==> config.mk <==
export PLATFORM = sky130hd
export DESIGN_NAME = adc_power_debug_control
export DESIGN_NICKNAME = d
export VERILOG_FILES = /design/src/design/adc_ctl_pkg.sv /design/src/design/adc_event_if.sv /design/src/design/adc_event_sync.sv /design/src/design/adc_power_debug_control.sv
export SDC_FILE = /design/constraint.sdc
export NUM_CORES = 1
export LEC_CHECK = 0
export CAP_MARGIN = 0
export CORE_UTILIZATION = 50
export DETAILED_ROUTE_END_ITERATION = 10
export DONT_BUFFER_PORTS = 1
export GPL_ROUTABILITY_DRIVEN = 0
export PLACE_DENSITY = 0.76
export SYNTH_ARGS = -nofsm -noshare
export SYNTH_HDL_FRONTEND = slang
export SYNTH_HIERARCHICAL = 1
export SYNTH_SLANG_ARGS = --single-unit
==> constraint.sdc <==
create_clock -name clk_sys_i -period 3.9 [get_ports clk_sys_i]
set_input_delay 0.195 -clock clk_sys_i [delete_from_list [all_inputs] [get_ports clk_sys_i]]
set_output_delay 0.195 -clock clk_sys_i [all_outputs]
set_load 0.1 [all_outputs]
==> src/design/adc_ctl_pkg.sv <==
// constants, register map and types of the converter power and debug control
package adc_ctl_pkg;

  // ----------------------------------------------------------------
  // bus geometry
  // ----------------------------------------------------------------
  localparam int ADDR_W = 5;
  localparam int DATA_W = 8;
  localparam int NUM_REGS = 32;
  localparam int FLAG_W = 6;

  // ----------------------------------------------------------------
  // register offsets
  // ----------------------------------------------------------------
  localparam logic [4:0] OFF_CONTROL_A     = 5'h00;
  localparam logic [4:0] OFF_CONTROL_B     = 5'h01;
  localparam logic [4:0] OFF_CONTROL_C     = 5'h02;
  localparam logic [4:0] OFF_CONTROL_D     = 5'h03;
  localparam logic [4:0] OFF_INT_ENABLE    = 5'h04;
  localparam logic [4:0] OFF_INT_FLAGS     = 5'h05;
  localparam logic [4:0] OFF_STATUS        = 5'h06;
  localparam logic [4:0] OFF_DEBUG_CONTROL = 5'h07;
  localparam logic [4:0] OFF_CONTROL_E     = 5'h08;
  localparam logic [4:0] OFF_CONTROL_F     = 5'h09;
  localparam logic [4:0] OFF_COMMAND       = 5'h0A;
  localparam logic [4:0] OFF_AMPLIFIER     = 5'h0B;
  localparam logic [4:0] OFF_MUX_POS       = 5'h0C;
  localparam logic [4:0] OFF_MUX_NEG       = 5'h0D;
  localparam logic [4:0] OFF_RESULT        = 5'h10;
  localparam logic [4:0] OFF_SAMPLE        = 5'h14;
  localparam logic [4:0] OFF_SCRATCH_0     = 5'h18;
  localparam logic [4:0] OFF_SCRATCH_1     = 5'h19;
  localparam logic [4:0] OFF_SCRATCH_2     = 5'h1A;
  localparam logic [4:0] OFF_WIN_LOW       = 5'h1C;
  localparam logic [4:0] OFF_WIN_HIGH      = 5'h1E;

  // ----------------------------------------------------------------
  // field positions, masks and reset values
  // ----------------------------------------------------------------
  localparam int STANDBY_RUN_POS    = 7;
  localparam int KEEP_ANALOG_POS    = 5;
  localparam int ENABLE_POS         = 0;
  localparam int RUN_HALTED_POS     = 0;
  localparam int BUSY_POS           = 0;
  localparam int FLAG_RESULT_POS    = 0;
  localparam int FLAG_TRIG_OVR_POS  = 5;
  localparam int START_LSB          = 0;
  localparam int START_W            = 3;
  localparam logic [7:0] MASK_CONTROL_A = 8'hA1;
  localparam logic [7:0] MASK_INT       = 8'h3F;
  localparam logic [7:0] MASK_DEBUG     = 8'h01;
  localparam logic [7:0] MASK_FULL      = 8'hFF;
  localparam logic [7:0] MASK_NONE      = 8'h00;
  localparam logic [7:0] RESET_REG      = 8'h00;
  localparam logic [5:0] RESET_FLAGS    = 6'h00;

  // ----------------------------------------------------------------
  // start field settings
  // ----------------------------------------------------------------
  localparam logic [2:0] START_IMMEDIATE     = 3'h1;
  localparam logic [2:0] START_EVENT_TRIGGER = 3'h2;

  // ----------------------------------------------------------------
  // types
  // ----------------------------------------------------------------
  typedef enum logic [1:0] {
    SLEEP_ACTIVE  = 2'b00,
    SLEEP_IDLE    = 2'b01,
    SLEEP_STANDBY = 2'b10,
    SLEEP_DEEPEST = 2'b11
  } sleep_mode_e;

  typedef enum logic [1:0] {
    ST_READY      = 2'b00,
    ST_CONVERTING = 2'b01,
    ST_STOPPED    = 2'b11
  } conv_state_e;

endpackage

==> src/design/adc_event_if.sv <==
// carrier between the control block and its event input detector
`timescale 1ns/1ns
interface adc_event_if;
  logic pin;
  logic pulse;
  modport detector (input pin, output pulse);
  modport control  (output pin, input pulse);
endinterface

==> src/design/adc_event_sync.sv <==
// two-stage synchroniser and rising edge detector for the start event pin
`timescale 1ns/1ns
module adc_event_sync (
  // clock and reset
  input  wire logic clk_sys_i,
  input  wire logic rstn_i,
  // event path
  adc_event_if.detector evt
);

  logic meta_q;
  logic sync_q;
  logic last_q;
  logic pulse_q;

  // ----------------------------------------------------------------
  // synchroniser and edge
  // ----------------------------------------------------------------
  always_ff @(posedge clk_sys_i) begin
    if (!rstn_i) begin
      meta_q  <= 1'b0;
      sync_q  <= 1'b0;
      last_q  <= 1'b0;
      pulse_q <= 1'b0;
    end else begin
      meta_q  <= evt.pin;
      sync_q  <= meta_q;
      last_q  <= sync_q;
      pulse_q <= sync_q & ~last_q;
    end
  end

  assign evt.pulse = pulse_q;

endmodule

==> src/design/adc_power_debug_control.sv <==
// converter control across sleep states, debug halt and analog power gating
// ----------------------------------------------------------------
// ----------------------------------------------------------------
//
// Chosen here: the address-and-strobe port.
`timescale 1ns/1ns
module adc_power_debug_control
  import adc_ctl_pkg::*;
(
  // clock and reset
  input  wire logic              clk_sys_i,
  input  wire logic              rstn_i,
  // register port
  input  wire logic [ADDR_W-1:0] reg_addr_i,
  input  wire logic [DATA_W-1:0] reg_wdata_i,
  input  wire logic              reg_write_i,
  input  wire logic              reg_read_i,
  output logic      [DATA_W-1:0] reg_rdata_o,
  // system state
  input  wire logic [1:0]        sleep_mode_i,
  input  wire logic              debug_halt_i,
  // event pin
  input  wire logic              event_start_i,
  // sequencer side
  input  wire logic              conv_done_i,
  input  wire logic [31:0]       result_i,
  input  wire logic [15:0]       sample_i,
  output logic                   conv_start_o,
  output logic                   conv_abort_o,
  output logic                   conv_busy_o,
  // power and clock
  output logic                   analog_power_o,
  output logic                   clk_request_o,
  output logic                   converter_enable_o,
  output logic                   sleeping_o,
  // interrupt
  output logic                   irq_o
);

  logic [DATA_W-1:0] regs_q [0:NUM_REGS-1];
  logic [FLAG_W-1:0] flags_q;
  logic [FLAG_W-1:0] flags_d;
  logic [FLAG_W-1:0] flag_set;
  logic [FLAG_W-1:0] flag_clr;
  conv_state_e       state_q;
  conv_state_e       state_d;
  logic [DATA_W-1:0] rdata_q;
  logic [DATA_W-1:0] read_value;
  logic              start_q;
  logic              abort_q;
  logic              busy_q;
  logic              power_q;
  logic              clk_req_q;
  logic              enable_q;
  logic              sleeping_q;
  logic              irq_q;
  logic              start_now;
  logic              abort_now;
  logic              power_d;
  logic              enable_bit;
  logic              standby_run;
  logic              keep_analog;
  logic              run_halted;
  logic              event_cfg;
  logic              sw_start;
  logic              evt_pulse;
  logic              in_idle;
  logic              in_standby;
  logic              in_deepest;
  logic              halt_stop;
  logic              awake;
  logic              stop_req;
  logic              trigger;

  // ----------------------------------------------------------------
  // register decode
  // ----------------------------------------------------------------
  function automatic logic [7:0] write_mask(input logic [4:0] a);
    case (a)
      OFF_CONTROL_A:     write_mask = MASK_CONTROL_A;
      OFF_INT_ENABLE:    write_mask = MASK_INT;
      OFF_DEBUG_CONTROL: write_mask = MASK_DEBUG;
      OFF_CONTROL_B, OFF_CONTROL_C, OFF_CONTROL_D, OFF_CONTROL_E, OFF_CONTROL_F,
      OFF_COMMAND, OFF_AMPLIFIER, OFF_MUX_POS, OFF_MUX_NEG, OFF_SCRATCH_0,
      OFF_SCRATCH_1, OFF_SCRATCH_2, OFF_WIN_LOW, OFF_WIN_LOW + 5'h01,
      OFF_WIN_HIGH, OFF_WIN_HIGH + 5'h01: write_mask = MASK_FULL;
      default:           write_mask = MASK_NONE;
    endcase
  endfunction

  // reserved bits are never stored, so they read as zero
  always_ff @(posedge clk_sys_i) begin
    if (!rstn_i) begin
      for (int i = 0; i < NUM_REGS; i++) begin
        regs_q[i] <= RESET_REG;
      end
    end else if (reg_write_i) begin
      regs_q[reg_addr_i] <= (regs_q[reg_addr_i] & ~write_mask(reg_addr_i))
                          | (reg_wdata_i & write_mask(reg_addr_i));
    end
  end

  assign enable_bit  = regs_q[OFF_CONTROL_A][ENABLE_POS];
  assign standby_run = regs_q[OFF_CONTROL_A][STANDBY_RUN_POS];
  assign keep_analog = regs_q[OFF_CONTROL_A][KEEP_ANALOG_POS];
  assign run_halted  = regs_q[OFF_DEBUG_CONTROL][RUN_HALTED_POS];
  assign event_cfg   = regs_q[OFF_COMMAND][START_LSB +: START_W] == START_EVENT_TRIGGER;
  assign sw_start    = reg_write_i && (reg_addr_i == OFF_COMMAND)
                    && (reg_wdata_i[START_LSB +: START_W] == START_IMMEDIATE);

  // ----------------------------------------------------------------
  // event input
  // ----------------------------------------------------------------
  adc_event_if evt_if ();

  assign evt_if.pin = event_start_i;
  assign evt_pulse  = evt_if.pulse;

  adc_event_sync u_event_sync (
    .clk_sys_i (clk_sys_i),
    .rstn_i    (rstn_i),
    .evt       (evt_if.detector)
  );

  // ----------------------------------------------------------------
  // sleep and halt decisions
  // ----------------------------------------------------------------
  assign in_idle    = sleep_mode_i == SLEEP_IDLE;
  assign in_standby = sleep_mode_i == SLEEP_STANDBY;
  assign in_deepest = sleep_mode_i == SLEEP_DEEPEST;
  assign halt_stop  = debug_halt_i && !run_halted;
  assign awake      = (sleep_mode_i == SLEEP_ACTIVE) && !halt_stop;

  // a set stop request is honoured between conversions; deepest sleep also aborts a running one
  assign stop_req = in_deepest || halt_stop
                 || (in_idle && !event_cfg)
                 || (in_standby && !(standby_run && event_cfg));

  // software starts need an awake cpu or a debug halt with the run bit set, event starts do not
  assign trigger = (event_cfg && evt_pulse) || (sw_start && awake);

  // ----------------------------------------------------------------
  // conversion state
  // ----------------------------------------------------------------
  always_comb begin
    state_d   = state_q;
    start_now = 1'b0;
    abort_now = 1'b0;
    case (state_q)
      ST_READY: begin
        if (!enable_bit) begin
          state_d = ST_READY;
        end else if (stop_req) begin
          state_d = ST_STOPPED;
        end else if (trigger) begin
          state_d   = ST_CONVERTING;
          start_now = 1'b1;
        end
      end
      ST_CONVERTING: begin
        if (!enable_bit || in_deepest) begin
          abort_now = 1'b1;
          state_d   = enable_bit ? ST_STOPPED : ST_READY;
        end else if (conv_done_i) begin
          state_d = stop_req ? ST_STOPPED : ST_READY;
        end
      end
      ST_STOPPED: begin
        if (!enable_bit || !stop_req) begin
          state_d = ST_READY;
        end
      end
      default: begin
        state_d = ST_READY;
      end
    endcase
  end

  always_ff @(posedge clk_sys_i) begin
    if (!rstn_i) begin
      state_q <= ST_READY;
    end else begin
      state_q <= state_d;
    end
  end

  // ----------------------------------------------------------------
  // sequencer, power and clock outputs
  // ----------------------------------------------------------------
  // keep-analog covers the analog modules only, never the clock
  always_comb begin
    power_d = enable_bit && ((state_d == ST_CONVERTING)
           || (keep_analog && !in_deepest
               && ((state_d != ST_STOPPED) || (in_standby && standby_run))));
  end

  always_ff @(posedge clk_sys_i) begin
    if (!rstn_i) begin
      start_q    <= 1'b0;
      abort_q    <= 1'b0;
      busy_q     <= 1'b0;
      power_q    <= 1'b0;
      clk_req_q  <= 1'b0;
      enable_q   <= 1'b0;
      sleeping_q <= 1'b0;
    end else begin
      start_q    <= start_now;
      abort_q    <= abort_now;
      busy_q     <= state_d == ST_CONVERTING;
      power_q    <= power_d;
      clk_req_q  <= in_standby && (state_d == ST_CONVERTING);
      enable_q   <= enable_bit;
      sleeping_q <= state_d == ST_STOPPED;
    end
  end

  // ----------------------------------------------------------------
  // interrupt flags
  // ----------------------------------------------------------------
  always_comb begin
    flag_set = RESET_FLAGS;
    flag_set[FLAG_TRIG_OVR_POS] = trigger && enable_bit && (state_q == ST_CONVERTING);
    flag_set[FLAG_RESULT_POS]   = conv_done_i && !abort_now && (state_q == ST_CONVERTING);
    flag_clr = (reg_write_i && (reg_addr_i == OFF_INT_FLAGS)) ?
               reg_wdata_i[FLAG_W-1:0] : RESET_FLAGS;
    // a new event outranks a clear in the same cycle
    flags_d = (flags_q & ~flag_clr) | flag_set;
  end

  always_ff @(posedge clk_sys_i) begin
    if (!rstn_i) begin
      flags_q <= RESET_FLAGS;
      irq_q   <= 1'b0;
    end else begin
      flags_q <= flags_d;
      irq_q   <= |(flags_d & regs_q[OFF_INT_ENABLE][FLAG_W-1:0]);
    end
  end

  // ----------------------------------------------------------------
  // read path
  // ----------------------------------------------------------------
  always_comb begin
    case (reg_addr_i)
      OFF_INT_FLAGS: read_value = {2'b00, flags_q};
      OFF_STATUS:    read_value = {7'h00, state_q == ST_CONVERTING};
      OFF_RESULT:            read_value = result_i[7:0];
      OFF_RESULT + 5'h01:    read_value = result_i[15:8];
      OFF_RESULT + 5'h02:    read_value = result_i[23:16];
      OFF_RESULT + 5'h03:    read_value = result_i[31:24];
      OFF_SAMPLE:            read_value = sample_i[7:0];
      OFF_SAMPLE + 5'h01:    read_value = sample_i[15:8];
      default:       read_value = regs_q[reg_addr_i] & write_mask(reg_addr_i);
    endcase
  end

  // data stand for exactly one cycle after the strobe
  always_ff @(posedge clk_sys_i) begin
    if (!rstn_i) begin
      rdata_q <= RESET_REG;
    end else begin
      rdata_q <= reg_read_i ? read_value : RESET_REG;
    end
  end

  assign reg_rdata_o        = rdata_q;
  assign conv_start_o       = start_q;
  assign conv_abort_o       = abort_q;
  assign conv_busy_o        = busy_q;
  assign analog_power_o     = power_q;
  assign clk_request_o      = clk_req_q;
  assign converter_enable_o = enable_q;
  assign sleeping_o         = sleeping_q;
  assign irq_o              = irq_q;

  // ----------------------------------------------------------------
  // checks
  // ----------------------------------------------------------------
  a_finish_before_sleep: assert property (@(posedge clk_sys_i) disable iff (!rstn_i)
    (state_q == ST_CONVERTING) && enable_bit && !in_deepest && !conv_done_i
    |=> (state_q == ST_CONVERTING) && !conv_abort_o)
    else $error("conversion left before completion");

  a_idle_event_start: assert property (@(posedge clk_sys_i) disable iff (!rstn_i)
    (state_q == ST_READY) && enable_bit && in_idle && event_cfg && evt_pulse && !halt_stop
    |=> conv_start_o && conv_busy_o)
    else $error("event start refused in idle sleep");

  a_standby_gate: assert property (@(posedge clk_sys_i) disable iff (!rstn_i)
    (state_q == ST_READY) && enable_bit && in_standby && !standby_run
    |=> sleeping_o && !conv_start_o)
    else $error("converter kept running in standby");

  a_standby_power: assert property (@(posedge clk_sys_i) disable iff (!rstn_i)
    enable_bit && keep_analog && standby_run && in_standby |=> analog_power_o)
    else $error("analog power dropped in standby");

  a_deepest_abort: assert property (@(posedge clk_sys_i) disable iff (!rstn_i)
    (state_q == ST_CONVERTING) && enable_bit && in_deepest
    |=> conv_abort_o && sleeping_o && !conv_busy_o)
    else $error("no immediate abort on deepest sleep");

  a_halt_running: assert property (@(posedge clk_sys_i) disable iff (!rstn_i)
    (state_q == ST_READY) && enable_bit && debug_halt_i && run_halted
    && (sleep_mode_i == SLEEP_ACTIVE) && sw_start |=> conv_start_o)
    else $error("start refused while halted with run bit set");

  a_halt_finish: assert property (@(posedge clk_sys_i) disable iff (!rstn_i)
    (state_q == ST_CONVERTING) && enable_bit && halt_stop && conv_done_i && !in_deepest
    |=> sleeping_o ##1 sleeping_o || !debug_halt_i)
    else $error("converter did not halt after conversion");

  a_clock_request: assert property (@(posedge clk_sys_i) disable iff (!rstn_i)
    (state_q == ST_READY) && enable_bit && in_standby && standby_run && event_cfg
    && evt_pulse && !halt_stop |=> clk_request_o && conv_start_o)
    else $error("main clock not requested in standby");

  a_power_at_start: assert property (@(posedge clk_sys_i) disable iff (!rstn_i)
    $rose(analog_power_o) && !$past(keep_analog) |-> conv_start_o)
    else $error("analog powered without a start");

  a_keep_powered: assert property (@(posedge clk_sys_i) disable iff (!rstn_i)
    enable_bit && keep_analog && awake |=> analog_power_o)
    else $error("analog power dropped with keep-analog set");

  a_no_clock_hold: assert property (@(posedge clk_sys_i) disable iff (!rstn_i)
    !conv_busy_o |-> !clk_request_o)
    else $error("clock requested between conversions");

  a_disable_idle: assert property (@(posedge clk_sys_i) disable iff (!rstn_i)
    !enable_bit |=> !conv_busy_o && !converter_enable_o && !conv_start_o)
    else $error("disabled converter still active");

  a_control_a_mask: assert property (@(posedge clk_sys_i) disable iff (!rstn_i)
    reg_write_i && (reg_addr_i == OFF_CONTROL_A)
    |=> regs_q[OFF_CONTROL_A] == ($past(reg_wdata_i) & MASK_CONTROL_A))
    else $error("control A write not stored as expected");

  a_event_setting: assert property (@(posedge clk_sys_i) disable iff (!rstn_i)
    conv_start_o && !$past(sw_start) |-> $past(event_cfg))
    else $error("event start without event setting");

  a_busy_status: assert property (@(posedge clk_sys_i) disable iff (!rstn_i)
    reg_read_i && (reg_addr_i == OFF_STATUS)
    |=> reg_rdata_o[BUSY_POS] == $past(state_q == ST_CONVERTING))
    else $error("busy flag disagrees with conversion state");

  a_flag_set_wins: assert property (@(posedge clk_sys_i) disable iff (!rstn_i)
    flag_set[FLAG_RESULT_POS] |=> flags_q[FLAG_RESULT_POS])
    else $error("result flag lost against a clear");

endmodule

==> impl_metrics.yaml, run 1 <==
detailed_routing:
  total_length_of_routed_met2_wires_um: 16500
  post_drt_wl_per_cell_um: 24.6
  wl_met3_um: 3870
  drt_iter0_markers: 1277
  detail_route.first_pass.iterations: 6
  route.vias.total: 9070
  drc_errors_left: 0
  drt-met1-wl_um: 13100
  antenna_left: 0
  via_per_inst: 6.35
  wirelength_um: 35100
  dr.max_layer_used: "met4"
clock_network:
  clock_tree_sinks: 284
  max-clock-path-buffers: 3
  clock_latency_on_the_worst_skew_pair_ps: 560
  cts_tree: "built"
  register_clock_pin_slew_on_the_reported_worst_setup_and_hold_paths_ps: 70
  cts_htree_levels: 1
  cts_inserted_buffers: 28
  buffer_type_at_the_clock_tree_root: "sky130_fd_sc_hd__clkbuf_16"
finish:
  antenna-diode-count: 0
  flow.area_growth_from_synthesis_pct: 9.30
  most_frequent_cells_in_the_layout: "273 x sky130_fd_sc_hd__nor2_1, 256 x sky130_fd_sc_hd__edfxtp_1, 88 x sky130_fd_sc_hd__nand2_1"
  post-route-util_pct: 55.7
  layout.cells.most_common: "sky130_fd_sc_hd__nor2_1"
  drive_above_1_share_pct: 9.24
  layout.nets: 1150
  layout.cell_area.non_filler_mm2: 0.0145
  fin_cells: 1428
run:
  drv_cap: 0
worst_setup_path:
  worstPathCellList: "mux4_2 -> a22oi_1 -> nand4_2 -> o21bai_4 -> nor2_1"
  worst_path_arrival_time_ps: 2820
  worstReg2RegStart: "regs_q[4][1]"
  crit_path_max_fanout: 25
  crit_path_top_delay_cell: "sky130_fd_sc_hd__o21bai_4"
  cp.required_ps: 4170
  critPathCaptureType: "flip-flop"
  critical_path.startpoint: "regs_q[4][1]"
  cp_slowest_stage_delay_ps: 650
  critical_path_class: "reg2reg"
  cp-start-kind: "flip-flop"
timing:
  post-route-period-util_pct: 65.3
  max_freq_ghz: 0.392
  unrepaired_setup_endpoints_after_global_routing: "no"
  hold_viol_final: 0
  final-max-slew-violation-count: 0
  maxSlewHeadroom_pct: 36.4
  report.final.setup_viol: 0
  shortest_period_the_worst_path_allows_ps: 2550
  worst_slew_pin_slew_ps: 953
  setup_tns_ps: 0
  layout_skew_ps: 23.4
die:
  ios: 86
  count_of_standard_cell_rows: 59
  initial_core_util_pct: 50.9
  die-height_um: 165
  core_mm2: 0.0261
  die_area_mm2: 0.0272
  dieWidth_um: 165
logic_synthesis:
  synth_fa_ha_area_share_pct: 0.660
  post_synthesis_mean_instance_area_um2: 12.4
  yosys-top-cells-area: "sky130_fd_sc_hd__edfxtp_1 58%, sky130_fd_sc_hd__nor2_1 7.7%, sky130_fd_sc_hd__mux2i_1 6.3%"
  compound_cell_area_share_of_the_yosys_netlist_pct: 7.59
  yosysSeqAreaShare_pct: 62.1
  post_synth_mux_area_share_pct: 11.2
  synth_area_in_xor_xnor_pct: 0
  syn-num-nets: 1146
  netlist_area_pre_place_mm2: 0.0133
  combinational_family_with_the_most_area_after_synthesis: "simple AND/OR/NAND/NOR gates"
  ys_types: 62
  synth_largest_area_cell: "sky130_fd_sc_hd__edfxtp_1"
  synth-seq-cells: 284
  ys_async_sr_fraction_pct: 0
  synth_simple_gate_area_share_pct: 14.7
  yosysWarnings: 6
  synth_top_cell_area_share_pct: 57.9
  postSynth.topFlopCell: "sky130_fd_sc_hd__edfxtp_1"
  synth-edff-count: 256
  postSynthCellCount: 1069
global_routing:
  groute.usage.overall_pct: 25.6
  first_global_vias: 8785
  grt_pass1_wl_um: 51200
  grt-ovfl-total: 0
  antenna_found_initial: 0
  pin_count_of_the_biggest_net_entering_global_routing: 109
min_path:
  path_type_of_the_worst_min_delay_path: "in2reg"
  hold_start: "result_i[3]"
outcome:
  status: "complete, no violations"
placed_design:
  hpwl_um: 22900
  number_of_buffers_added_on_ports: 0
  placedInstanceArea_mm2: 0.0134
  placed_cells: 1355
pwr:
  power_per_unit_of_standard_cell_area_mw_per_mm2: 466
  p_leak_uw: 0.00535
  ir_drop_v: 0.000471
  finalPower_uw: 6760
## cell usage after synthesis (14+ instances only)
library cell,n
sky130_fd_sc_hd__mux4_2,17
sky130_fd_sc_hd__mux2i_1,83
sky130_fd_sc_hd__and3_1,15
sky130_fd_sc_hd__buf_2,21
sky130_fd_sc_hd__inv_1,14
sky130_fd_sc_hd__clkbuf_1,25
sky130_fd_sc_hd__nand2_1,88
sky130_fd_sc_hd__dfxtp_1,28
sky130_fd_sc_hd__edfxtp_1,256
sky130_fd_sc_hd__a22oi_1,52
sky130_fd_sc_hd__nor2_1,273
sky130_fd_sc_hd__nor2b_1,14
sky130_fd_sc_hd__nand3_1,21
sky130_fd_sc_hd__a21oi_1,18
## metal layers
metal	up-vias	GRT usage (%)
li1	3939	-
met1	4403	32.2
met5	-	0
met3	116	5.80
met2	612	41.5
met4	0	13.0
## power by group
| part | leakage (uW) | internal (uW) | switching (uW) |
|---|---|---|---|
| clock network | 0.000425 | 1490 | 1120 |
| logic | 0.00211 | 203 | 403 |
| registers | 0.00282 | 3430 | 105 |
## metrics by stage
stage,hold WS [ps],setup slack [ps]
after detailed placement,326,1100
after CTS,5.99,1450
after floorplan,314,1090
after global routing,29.8,1330
after global placement,320,1230
final,8.17,1350
## logic make-up (layout without fill, tap and decap cells)
| family | count (synthesis) | in the layout |
|---|---|---|
| flops | 284 | 284 |
| buf+inv | 81 | 105 |
| fa+ha+maj | 7 | 7 |
| mux | 114 | 114 |
| simple gates | 450 | 450 |
| compound gates | 133 | 133 |
## final timing paths
path | endpoint | slack, ps | depth (start not counted)
worst max-delay path | regs_q[5][1] | 1350 | 5
worst max register to register | regs_q[5][1] | 1350 | 5
worst min register to register | u_event_sync/sync_q | 470 | 1
worst min-delay path | reg_rdata_o[3] | 8 | 3
## registers in the layout, summed over array words and instances, names as in the netlist
name	flops
conv_abort_o	1
reg_rdata_o	8
u_event_sync/sync_q	1
sleeping_o	1
u_event_sync/evt.pulse	1
conv_start_o	1
clk_request_o	1
flags_q	6
regs_q	256
u_event_sync/last_q	1
converter_enable_o	1
irq_o	1
state_q	2
analog_power_o	1
conv_busy_o	1
u_event_sync/meta_q	1
## layout make-up
class	count	area, um^2
inverters	15	56.3
clock buffers	37	756
well taps	335	419
flip-flops and latches	284	8250
multi-input cells	704	4550
repair buffers	40	358
clock inverters	13	119
fillers	2044	11600
## what timing repair did
item / in CTS / in global routing
resized for setup: 0 / 0
endpoints found under the setup margin: 0 / 0
endpoints found under the hold margin: 42 / 0
setup buffers: 0 / 0
hold buffers: 23 / 0
## worst max-delay path: cells and delay by family, from the launching register on
kind | cells | cell delay (ps)
simple gates | 2 | 330
compound gates | 2 | 960
flops | 1 | 480
mux | 1 | 490
No activity file was read; power rests on OpenSTA's default activity.
==> run 2, diff against run 1 <==
clock period = 2.7 ns   (was 3.9 ns; I/O delays follow)
==> run 2 against run 1 <==
Utilization increased by 1.4 points. Sequential power increased by 44%. Non-clock buffer count increased by 35. Largest cell class unchanged. Cell area increased by 2.5%. Sequential share of layout area decreased by 1.4 points. Hold slack improved by 1.1 ps. Count of clock-buffer cells in the layout unchanged. Fmax increased by 5.2%.
==> impl_metrics.yaml, run 2 (synthesized netlist as in run 1, its figures left out) <==
outcome:
  status: "complete, no violations"
detailed_routing:
  detail_route.first_pass.iterations: 6
  drc_errors_left: 0
  drt_iter0_markers: 1357
  via_per_inst: 6.39
  route.vias.total: 9354
  post_drt_wl_per_cell_um: 24.7
  wirelength_um: 36100
  antenna_left: 0
clock_network:
  clock_tree_sinks: 284
  register_clock_pin_slew_on_the_reported_worst_setup_and_hold_paths_ps: 60
  buffer_type_at_the_clock_tree_root: "sky130_fd_sc_hd__clkbuf_16"
  cts_htree_levels: 1
  cts_inserted_buffers: 28
  clock_latency_on_the_worst_skew_pair_ps: 550
  cts_tree: "built"
  post-cts-setup-buffer-count: 0
  max-clock-path-buffers: 3
timing:
  hold_viol_final: 0
  worst_slew_pin_slew_ps: 987
  maxSlewHeadroom_pct: 34.1
  report.final.setup_viol: 0
  unrepaired_setup_endpoints_after_global_routing: "no"
  max_freq_ghz: 0.413
  layout_skew_ps: 9.04
  shortest_period_the_worst_path_allows_ps: 2420
  final-max-slew-violation-count: 0
  setup_tns_ps: 0
  post-route-period-util_pct: 89.7
worst_setup_path:
  crit_path_max_fanout: 4
  worst_path_arrival_time_ps: 2850
  cp-start-kind: "flip-flop"
  cp.required_ps: 3130
  critical_path_class: "reg2reg"
  critPathCaptureType: "flip-flop"
die:
  dieWidth_um: 165
  count_of_standard_cell_rows: 59
  initial_core_util_pct: 50.9
  die-height_um: 165
  ios: 86
  core_mm2: 0.0261
  die_area_mm2: 0.0272
finish:
  area_used_by_multi_input_combinational_logic_mm2: 0.00455
  post-route-util_pct: 57.1
  top_register: "regs_q"
  largest_register_ff_count: 256
  layout.nets: 1185
  flow.area_growth_from_synthesis_pct: 12.1
  drive_above_1_share_pct: 12.2
  fillerInstances: 1986
  regArea_mm2: 0.00825
  layout.cells.most_common: "sky130_fd_sc_hd__nor2_1"
  most_frequent_cells_in_the_layout: "273 x sky130_fd_sc_hd__nor2_1, 256 x sky130_fd_sc_hd__edfxtp_1, 88 x sky130_fd_sc_hd__nand2_1"
placed_design:
  number_of_buffers_added_on_ports: 0
  hpwl_um: 23500
global_routing:
  first_global_vias: 9036
  groute.usage.overall_pct: 27.0
  met2_usage_pct: 42.7
  antenna_found_initial: 4
  grt-ovfl-total: 0
  grt_util_met3_pct: 8.14
  grt_pass1_wl_um: 54000
  gr-usage-met1_pct: 33.8
  pin_count_of_the_biggest_net_entering_global_routing: 109
  grt_busiest_layer: "met2"
min_path:
  path_type_of_the_worst_min_delay_path: "in2reg"
pwr:
  finalPower_uw: 9960
  power_per_unit_of_standard_cell_area_mw_per_mm2: 670
  p_leak_uw: 0.00558
  ir_drop_v: 0.000630
run:
  drv_cap: 0
-- run 2: cell count changes in the layout (fill, tap and decap cells not counted), moves of 3 or more --
cell and delta:
sky130_fd_sc_hd__clkbuf_1 -4, sky130_fd_sc_hd__clkinv_2 +3, sky130_fd_sc_hd__clkinv_1 -4, sky130_fd_sc_hd__buf_4 +27, sky130_fd_sc_hd__buf_12 +3, sky130_fd_sc_hd__dlygate4sd3_1 +5
-- run 2: power by group --
part / internal (uW) / switching [uW]
logic: 329 / 596
registers: 4960 / 149
clock network: 2310 / 1620
-- run 2: area by class of cell --
| class | instances | area share [%] |
|---|---|---|
| flip-flops and latches | 284 | 55.5 |
| multi-input cells | 704 | 30.6 |
| clock buffers | 37 | 5.50 |
| repair buffers | 75 | 4.51 |
| well taps | 335 | 2.82 |
| clock inverters | 11 | 0.715 |
| inverters | 15 | 0.379 |
| diodes | 2 | 0.0337 |
-- run 2: stage by stage --
stage / hold WS, ps / area, um^2 / setup WS (ps) / std cells
final: 9.29 / 14900 / 278 / 1463
after floorplan: 254 / 13300 / -51.1 / 1069
after global routing: 7.73 / 14900 / 101 / 1462
after detailed placement: 261 / 13700 / 370 / 1385
after global placement: 259 / 13700 / 467 / 1385
after CTS: 3.21 / 14900 / 348 / 1461
-- run 2: worst paths after layout --
path                        from             endpoint  slack (ps)  cells after the start
max                 regs_q[7][0]                irq_o         280                      7
max reg2reg         regs_q[7][0]                irq_o         280                      7
min               reg_wdata_i[7]        regs_q[26][7]           9                      3
min reg2reg  u_event_sync/sync_q  u_event_sync/last_q         470                      1
-- run 2: what timing repair did --
item	4_1_cts	5_1_grt
hold endpoints to repair	36	0
gates resized for setup	0	0
hold buffers	28	0
-- run 2: metal layers --
layer  part of all wire (%)  up-vias
met5                      0        -
met4                    5.5        0
met3                     12      155
met2                     46      676
met1                     37     4522
li1                       -     4001
-- run 2: critical path: stages (launching register included) --
cell and delay (ps):
sky130_fd_sc_hd__edfxtp_1 400, sky130_fd_sc_hd__nor2b_1 390, sky130_fd_sc_hd__nor2_1 80, sky130_fd_sc_hd__a31oi_1 430, sky130_fd_sc_hd__o2bb2ai_1 140, sky130_fd_sc_hd__o2bb2ai_1 140
sky130_fd_sc_hd__o21a_1 170, sky130_fd_sc_hd__dlygate4sd3_1 560
